--- config.mk ---
export PLATFORM = sky130hd
export DESIGN_NAME = radio_link_csr_bank
export DESIGN_NICKNAME = d
export VERILOG_FILES = /design/src/hw/radio_link_csr_pkg.sv /design/src/hw/radio_link_csr_bank.sv
export VERILOG_INCLUDE_DIRS = /design/src /design/src/hw
export SDC_FILE = /design/constraint.sdc
export NUM_CORES = 2
export LEC_CHECK = 0
export BUFFER_PORTS_ARGS = -buffer_cell sky130_fd_sc_hd__buf_4
export CAP_MARGIN = 30
export CORE_AREA = 4 4 474 476
export DETAILED_ROUTE_END_ITERATION = 10
export DIE_AREA = 0 0 478 480
export PLACE_DENSITY = 0.38
export REMOVE_ABC_BUFFERS = 1
export SYNTH_ARGS = -nofsm -noshare
export SYNTH_HDL_FRONTEND = slang
export SYNTH_SLANG_ARGS = --single-unit
--- constraint.sdc ---
create_clock -name clk_sys -period 2.2 [get_ports clk_sys]
set_input_delay 0.44 -clock clk_sys [delete_from_list [all_inputs] [get_ports clk_sys]]
set_output_delay 0.44 -clock clk_sys [all_outputs]
set_load 0.01 [all_outputs]
--- src/hw/radio_link_csr_cfg.svh ---
// Address map and field layout constants for the radio link register bank.
// Assumes byte addressing on a 32-bit word-wide slave port.
`ifndef RADIO_LINK_CSR_CFG_SVH
`define RADIO_LINK_CSR_CFG_SVH

`define RLC_AW          8
`define RLC_DW          32
`define RLC_BEW         4
`define RLC_BE_ALL      4'hF
`define RLC_ZERO_WORD   32'h00000000
`define RLC_NUM_WORDS   35
`define RLC_IDX_W       6
`define RLC_IDX_MSB     7
`define RLC_IDX_LSB     2
`define RLC_ALIGN_MSB   1
`define RLC_ALIGN_OK    2'h0

`define RLC_OFF_INTR          8'h00
`define RLC_OFF_L1_STAT       8'h04
`define RLC_OFF_L1_CFG        8'h08
`define RLC_OFF_RATE_CFG      8'h0C
`define RLC_OFF_PROTOCOL_VERSION_CTRL      8'h10
`define RLC_OFF_TX_SCRAM      8'h14
`define RLC_OFF_RX_SCRAM      8'h18
`define RLC_OFF_MGMT_CFG      8'h1C
`define RLC_OFF_MGMT_STAT     8'h20
`define RLC_OFF_STARTUP_CTRL  8'h24
`define RLC_OFF_STARTUP_TMR   8'h28
`define RLC_OFF_INBAND_ALARM  8'h2C
`define RLC_OFF_CW_INDEX      8'h30
`define RLC_OFF_TX_CW         8'h34
`define RLC_OFF_RX_CW         8'h38
`define RLC_OFF_RX_ERR        8'h3C
`define RLC_OFF_FRAME_CNT     8'h40
`define RLC_OFF_LOOP_TEST     8'h44
`define RLC_OFF_TX_BUF_LAT    8'h48
`define RLC_OFF_RX_BUF_LAT    8'h4C
`define RLC_OFF_TX_EXT_LAT    8'h50
`define RLC_OFF_RX_EXT_LAT    8'h54
`define RLC_OFF_LOOP_LAT      8'h58
`define RLC_OFF_SLIP_CTRL     8'h5C
`define RLC_OFF_OWCAL_A       8'h60
`define RLC_OFF_OWCAL_B       8'h64
`define RLC_OFF_OWCAL_C       8'h68
`define RLC_OFF_OWCAL_D       8'h6C
`define RLC_OFF_OWCAL_E       8'h70
`define RLC_OFF_OWCAL_STAT    8'h74
`define RLC_OFF_LOOP_CAL      8'h80
`define RLC_OFF_SD_TX_FIFO    8'h84
`define RLC_OFF_SD_RX_FIFO    8'h88

`define RLC_NUM_CAUSE   3
`define RLC_CAUSE_RESET 0
`define RLC_CAUSE_RAI   1
`define RLC_CAUSE_SDI   2
`define RLC_EN_LSB      0
`define RLC_EN_MSB      2
`define RLC_PEND_LSB    16
`define RLC_PEND_MSB    18
`define RLC_CAUSE_OFF   3'h0
`define RLC_INTR_USED   32'h00070007

`endif

--- src/hw/radio_link_csr_pkg.sv ---
// Types shared by the radio link register bank.
// Assumes radio_link_csr_cfg.svh supplies the sizes.
`default_nettype none
`include "radio_link_csr_cfg.svh"

package radio_link_csr_pkg;

   typedef logic [`RLC_AW-1:0]        addr_t;
   typedef logic [`RLC_DW-1:0]        word_t;
   typedef logic [`RLC_BEW-1:0]       byte_en_t;
   typedef logic [`RLC_IDX_W-1:0]     word_idx_t;
   typedef logic [`RLC_NUM_CAUSE-1:0] cause_t;
   typedef logic [`RLC_NUM_WORDS-1:0][`RLC_DW-1:0] word_array_t;

   typedef struct packed {
      word_array_t words;
      cause_t      en;
      cause_t      pend;
      word_t       rdata;
      logic        rvalid;
      logic        irq;
   } state_t;

endpackage

`default_nettype wire

--- src/hw/radio_link_csr_bank.sv ---
// Control and status register bank of the radio link core.
// Assumes a word-wide memory-mapped master on clk_sys and event pulses
// from link logic in the same clock domain.
`timescale 1ns/100ps
`default_nettype none
`include "radio_link_csr_cfg.svh"

// Function
// - Registers are reached through the memory-mapped slave port; the stored words also drive csr_words.
// - Registers are 32-bit words at byte addresses stepping by 4.
// - Writes to reserved bits or unmapped addresses change no state.
// - Decode interrupt, layer-one status/config and line-rate registers.
// - Decode protocol version and scrambler registers at 0x10-0x18.
// - Decode start-up sequence control and timer registers.
// - Decode in-band alarm and control word registers at 0x2C-0x38.
// - Decode transmit and receive buffer latency registers.
// - Decode extended latency and loop latency registers.
// - Decode bit slip and one-way calibration registers.
// - Decode loop calibration and transceiver FIFO latency registers.
// - Bit 18: SDI pending flag, read-write, cleared at reset.
// - Bit 17: RAI pending flag, read-write, cleared at reset.
// - Bit 16: remote reset pending flag, read-write, cleared at reset.
// - Bit 2: SDI interrupt enable, read-write, cleared at reset.
// - Bit 1: RAI interrupt enable, read-write, cleared at reset.
// - Bit 0: remote reset interrupt enable, read-write, cleared at reset.
module radio_link_csr_bank
   import radio_link_csr_pkg::*;
(
   input  wire logic                            clk_sys,
   input  wire logic                            rstn,
   input  wire radio_link_csr_pkg::addr_t       avs_address,
   input  wire logic                            avs_read,
   input  wire logic                            avs_write,
   input  wire radio_link_csr_pkg::word_t       avs_writedata,
   input  wire radio_link_csr_pkg::byte_en_t    avs_byteenable,
   output logic                                 avs_waitrequest,
   output radio_link_csr_pkg::word_t            avs_readdata,
   output logic                                 avs_readdatavalid,
   input  wire logic                            remote_sdi_evt,
   input  wire logic                            remote_rai_evt,
   input  wire logic                            remote_reset_evt,
   output logic                                 irq,
   output radio_link_csr_pkg::word_array_t      csr_words
);
   import radio_link_csr_pkg::*;

   state_t    q;
   state_t    d;
   word_idx_t idx;
   logic      full_word;
   logic      hit;
   logic      wr_ok;
   cause_t    evt;
   word_t     intr_word;

   function automatic logic is_mapped(input addr_t a);
      unique case (a)
         `RLC_OFF_INTR, `RLC_OFF_L1_STAT, `RLC_OFF_L1_CFG,
         `RLC_OFF_RATE_CFG, `RLC_OFF_PROTOCOL_VERSION_CTRL, `RLC_OFF_TX_SCRAM,
         `RLC_OFF_RX_SCRAM, `RLC_OFF_MGMT_CFG, `RLC_OFF_MGMT_STAT,
         `RLC_OFF_STARTUP_CTRL, `RLC_OFF_STARTUP_TMR,
         `RLC_OFF_INBAND_ALARM, `RLC_OFF_CW_INDEX, `RLC_OFF_TX_CW,
         `RLC_OFF_RX_CW, `RLC_OFF_RX_ERR, `RLC_OFF_FRAME_CNT,
         `RLC_OFF_LOOP_TEST, `RLC_OFF_TX_BUF_LAT, `RLC_OFF_RX_BUF_LAT,
         `RLC_OFF_TX_EXT_LAT, `RLC_OFF_RX_EXT_LAT, `RLC_OFF_LOOP_LAT,
         `RLC_OFF_SLIP_CTRL, `RLC_OFF_OWCAL_A, `RLC_OFF_OWCAL_B,
         `RLC_OFF_OWCAL_C, `RLC_OFF_OWCAL_D, `RLC_OFF_OWCAL_E,
         `RLC_OFF_OWCAL_STAT, `RLC_OFF_LOOP_CAL, `RLC_OFF_SD_TX_FIFO,
         `RLC_OFF_SD_RX_FIFO: is_mapped = 1'b1;
         default: is_mapped = 1'b0;
      endcase
   endfunction

   // Word index of a byte address; offsets step by one word
   function automatic word_idx_t word_of(input addr_t a);
      word_of = a[`RLC_IDX_MSB:`RLC_IDX_LSB];
   endfunction

   assign idx       = word_of(avs_address);
   // Partial-word writes are dropped rather than merged
   assign full_word = (avs_byteenable == `RLC_BE_ALL);
   assign hit       = is_mapped(avs_address);
   assign wr_ok     = avs_write && full_word && hit;
   assign evt[`RLC_CAUSE_SDI]   = remote_sdi_evt;
   assign evt[`RLC_CAUSE_RAI]   = remote_rai_evt;
   assign evt[`RLC_CAUSE_RESET] = remote_reset_evt;

   always_comb begin
      intr_word = `RLC_ZERO_WORD;
      intr_word[`RLC_PEND_MSB:`RLC_PEND_LSB] = q.pend;
      intr_word[`RLC_EN_MSB:`RLC_EN_LSB]     = q.en;
   end

   always_comb begin
      d        = q;
      d.rvalid = 1'b0;
      if (wr_ok) begin
         if (idx == word_of(`RLC_OFF_INTR)) begin
            // Reserved bits of the interrupt word are simply not stored
            d.en   = avs_writedata[`RLC_EN_MSB:`RLC_EN_LSB];
            d.pend = avs_writedata[`RLC_PEND_MSB:`RLC_PEND_LSB];
         end else begin
            d.words[idx] = avs_writedata;
         end
      end
      // An enabled event in the same cycle as a clearing write keeps its flag
      d.pend = d.pend | (evt & q.en);
      d.irq  = |d.pend;
      if (avs_read) begin
         d.rvalid = 1'b1;
         if (!hit) begin
            d.rdata = `RLC_ZERO_WORD;
         end else if (idx == word_of(`RLC_OFF_INTR)) begin
            d.rdata = intr_word;
         end else begin
            d.rdata = q.words[idx];
         end
      end
   end

   always_ff @(posedge clk_sys or negedge rstn) begin
      if (!rstn) begin
         q <= '0;
      end else begin
         q <= d;
      end
   end

   // Fixed one-cycle read latency, so the slave never stalls
   assign avs_waitrequest   = 1'b0;
   assign avs_readdata      = q.rdata;
   assign avs_readdatavalid = q.rvalid;
   assign irq               = q.irq;
   assign csr_words         = q.words;

   genvar gi;
   generate
      for (gi = 0; gi < `RLC_NUM_CAUSE; gi++) begin : g_cause

      end
   endgenerate
endmodule

`default_nettype wire

# ---- Yosys cells after proc, flatten, opt, wreduce, memory -nomap -nowiden
# Cells that the tools add are included.
dict set report totals {
  reg_bits 1160
  inputBits 51
  out_inout_bits 1155
  word_cells 98
}
dict set report classes {
  order_cmp 2
  eq_ne 33
  n_mux 11
  n_bitwise 3
  n_reduce_logical 9
}
# op count
set ops {}
lappend ops {{$bwmux 1120} 1}
lappend ops {{$bmux 32 s6} 1}
lappend ops {{$demux 32 s6} 1}
lappend ops {{$mux 32} 4}
lappend ops {{$eq 8x7->1 const B} 14}
lappend ops {{$eq 8x6->1 const B} 8}
lappend ops {{$reduce_or 33->1} 1}
lappend ops {{$eq 8x5->1 const B} 4}
lappend ops {{$eq 8x8->1 const B} 3}
lappend ops {{$eq 8x4->1 const B} 2}
lappend ops {{$eq 8x3->1 const B} 1}
lappend ops {{$logic_not 8->1} 1}
lappend ops {{$lt 6x7->1 const B} 1}
lappend ops {{$ge 6x1->1 const B} 1}
lappend ops {{$logic_not 6->1} 1}
lappend ops {{$mux 3} 2}
lappend ops {{$eq 4x4->1 const B} 1}
lappend ops {{$reduce_and 2->1} 2}
lappend ops {{$and 3x3->3} 1}
lappend ops {{$logic_and 1x1->1} 3}
lappend ops {{$or 3x3->3} 1}
lappend ops {{$reduce_or 3->1} 1}
lappend ops {{$mux 1} 2}
lappend ops {{$not 1->1} 1}

# ---- Longest topological paths before layout
dict set report logic_depth {
  word_depth 7
  mapped_depth 11
  mapped_depth_nobuf 6
}

# ---- Least setup slack after synthesis
# No wires, ideal clock.
dict set report synth_timing {
  kind {input to register}
  from {in avs_address[4]}
  to {reg q, in the netlist csr_words[513]}
  setup_ns 0.125
  arrival_time_ns 2.732
  setup_slack_ns -0.656
  path_stages 9
  cell_sequence {buf_2 -> or3_1 -> clkbuf_1 -> a221o_1 -> nor2_4 -> nand2_2 -> nor2_1 -> buf_4 -> mux2_2}
}
dict set report synth_between {
  elab_chain_cells 5
}
# item line_no
set synth_lines {}
lappend synth_lines {{from (decl)} radio_link_csr_bank.sv:31} ;# input wire radio_link_csr_pkg::addr_t avs_address,
lappend synth_lines {{$lt 6x7->1 (not written as such), or another cell as far along} radio_link_csr_bank.sv:103} ;# d.words[idx] = avs_writedata;
lappend synth_lines {{$logic_and 1x1->1 (not written as such) / $reduce_or 33->1 (equally long branches)} {radio_link_csr_bank.sv:103, radio_link_csr_bank.sv:57}}
lappend synth_lines {{$mux 32 (not written as such) / $mux 1 (equally long branches)} {radio_link_csr_bank.sv:103, radio_link_csr_bank.sv:57}}
lappend synth_lines {{$demux 32 s6 / $logic_and 1x1->1 (equally long branches)} {radio_link_csr_bank.sv:103, radio_link_csr_bank.sv:83}}
lappend synth_lines {{$bwmux 1120 / $reduce_and 2->1 (equally long branches)} -}
lappend synth_lines {{to (signal assigned)} radio_link_csr_bank.sv:123} ;# q <= '0;
lappend synth_lines {{to (signal assigned)} radio_link_csr_bank.sv:125} ;# q <= d;
lappend synth_lines {{to (decl)} radio_link_csr_bank.sv:47} ;# state_t q;
# Several ways; a longest one is shown, not always the timed one.
# A chain may end at the register's enable or synchronous reset.

# ---- Final worst setup path
dict set report layout_timing {
  from {in avs_address[5]}
  to {reg q, in the netlist csr_words[146]}
}
# The elaborated chain is that of the path after synthesis.

==> flow_summary.yaml <==
outcome:
  status: "completed"
power_and_ir_drop:
  leakagePower_nw: 37.6
  max-vdd-ir-drop_mv: 0.749
  power_density_mw_per_mm2: 672
place:
  dp.cells: 8064
  dpl.hpwl_microns: 254000
  place_worst_setup_slack_ns: -0.904
  placedInstanceArea_sq_mm: 0.0695
  place_congestion: 0.839
  portBuffers: 1204
clock_tree:
  clk_pin_slew_worst_paths_ns: 0.06
  cts_tree: "built"
  numCtsBuffers: 151
  cts_htree_levels: 4
  root_buffer: "clkbuf_16"
  clockBufferDepth: 3
  clk_latency_ns: 0.83
  clock-sinks: 1160
route:
  via_per_inst: 5.00
  wl_per_cell_microns: 40.5
  vias: 41700
  drt-total-wl_microns: 338000
  antenna_left: 0
  first_pass_iters: 5
  drtIter0Drc: 3187
  drc: 0
sta:
  maxSlewHeadroom: 0.422
  clock.fmax_mhz: 460
  setup_viol: 0
  min_period_ns: 2.17
  hold_violations: 0
  worst_pin_slew_ns: 0.865
  fin_skew_ns: 0.0259
  rsz0062_at_grt: "no"
  report.final.slew_viol_count: 0
  fin_hold_ws_ns: 0.145
  postLayoutSetupSlackWorst_ns: 0.0261
  period_share: 0.988
synth:
  yosysSeqAreaShare: 0.560
  yosysUniqueCellTypes: 59
  synth_most_common_cell: "dfrtp_1"
  synth_edf_count: 0
  avgSynthCellArea_sq_um: 13.6
  async_flop_share: 1.00
  yosys.area.top_type: "dfrtp_1"
  synth_seq_cells: 1160
  netlist_top_cells_area: "dfrtp_1, mux2_2, mux2_1"
  yosys_most_used_dff: "dfrtp_1"
  ys_warn_count: 0
  synth_area_sq_mm: 0.0518
  synth_cells: 3805
  yosysTopAreaCellShare: 0.560
  synth_top_cells_by_count: "dfrtp_1, mux2_2, clkbuf_1"
final_layout:
  fillers: 22100
  nNetsFinal: 5299
  final_cells: 8344
  stdcell_area_sq_mm: 0.0745
  syn2layout_area_growth_pct: 43.7
  drive_above_1_share: 0.555
grt:
  grt_pass1_vias: 43000
  antenna_found_initial: 27
  grt-ovfl-total: 0
  grt_max_degree: 71
  grt_usage: 0.286
  grt_pass1_wl_microns: 442000
floorplanning:
  core-area_sq_mm: 0.221
  initial_core_util: 0.235
  dieArea_sq_mm: 0.229
  die_h_microns: 480
  num_rows: 173
  io-pin-count: 1206
  die_x_microns: 478
critical_path:
  reg2reg_depth: 7
  rr_endpoint: "avs_readdata[3]"
  cp.arrival_ns: 2.86
  cp.required_ns: 2.89
  reg2reg_slack_ns: 0.14
  critPathLaunchType: "primary input"
  path_max_fanout: 22
  crit_type: "primary input to flop"
  worstReg2RegStart: "csr_words[163]"
  cp-end-kind: "flop"
worst_hold_path:
  min-delay-start: "avs_writedata[7]"
  min_to: "csr_words[359]"
  hold_path_depth: 2
  hp-class: "primary input to flop"
job:
  maxCapViolCount: 0
==> report_power, final <==
part | internal (mW) | switching (mW) | total (mW)
combinational | 1.16 | 2.51 | 3.67
clock | 14.4 | 10.6 | 25.0
sequential | 21.4 | 0.0560 | 21.5
==> cells by family after synthesis <==
| family | Yosys count | share of synthesized area |
|---|---|---|
| compound gates | 538 | 0.0746 |
| simple gates | 320 | 0.0279 |
| flops | 1160 | 0.560 |
| buf+inv | 459 | 0.0372 |
| mux | 1327 | 0.300 |
| other cells | 1 | 0.0000724 |
==> sequential cells by signal, summed over array words and instances, names as in the netlist <==
register	cells
csr_words	1120
avs_readdata	32
avs_readdatavalid	1
irq	1
intr_word	6
==> per-layer routing <==
layer / part of all wire / wire length (microns) / GRT usage
met5: 0.000080 / 27 / 0
met4: 0.031 / 10300 / 0.0794
met3: 0.073 / 24700 / 0.0811
met2: 0.47 / 158000 / 0.463
met1: 0.43 / 145000 / 0.374
==> per-stage QoR <==
step                      TNS (ns)  total power, mW  utilization
after floorplan           -1590.74             22.4            -
after global placement     -754.51             25.6        0.314
after detailed placement   -727.19             25.5        0.314
after CTS                        0             50.7        0.337
after global routing             0             51.6        0.337
final                            0             50.1        0.337
==> worst max-delay path, stage by stage <==
cell     delay, ns
buf_4         0.16
or3_1         0.40
a221o_1       0.41
nor2_4        0.24
buf_4         0.17
nand4_1       0.27
buf_12        0.32
mux2_1        0.37
==> cells in the final DEF (no fill, tap or decap), types with 39 or more instances in the layout <==
master | synthesis | layout
nor2_1 | 107 | 87
o22ai_1 | 54 | 53
clkbuf_16 | 0 | 153
mux2_2 | 857 | 857
a22oi_1 | 50 | 50
buf_4 | 28 | 1539
buf_12 | 0 | 194
a221oi_1 | 107 | 107
mux2i_1 | 139 | 139
dfrtp_1 | 1160 | 1159
a21oi_1 | 80 | 80
clkbuf_1 | 313 | 39
o21ai_0 | 92 | 92
mux4_2 | 70 | 70
nand2_1 | 117 | 113
mux2_1 | 261 | 261
==> area by class of cell <==
class | count | area, sq um | share of cell area
multi-input combinational | 2186 | 21200 | 0.285
antenna | 6 | 15.0 | 0.000202
inverter | 7 | 37.5 | 0.000504
clock inverter | 38 | 399 | 0.00536
timing repair buffer | 1742 | 15600 | 0.209
tap | 2975 | 3720 | 0.0500
clock buffer | 230 | 4500 | 0.0604
sequential | 1160 | 29000 | 0.390
==> worst max-delay path by stage <==
stage,startpoint,endpoint,cells after the start
floorplan,avs_address[2],csr_words[832],4
global placement,avs_address[5],csr_words[115],9
detailed placement,avs_address[2],csr_words[109],10
CTS,avs_address[4],avs_readdata[25],9
global route,avs_address[5],csr_words[146],8
finish,avs_address[5],csr_words[146],8
==> what timing repair did <==
action / 4_1_cts / 5_1_grt
setup buffers: 1 / 0
resized for setup: 2 / 1
endpoints found under the setup margin: 15 / 1
endpoints found under the hold margin: 377 / 0
hold buffers: 5 / 0
pin swaps: 1 / 0
(Power assumes the default switching activity.)
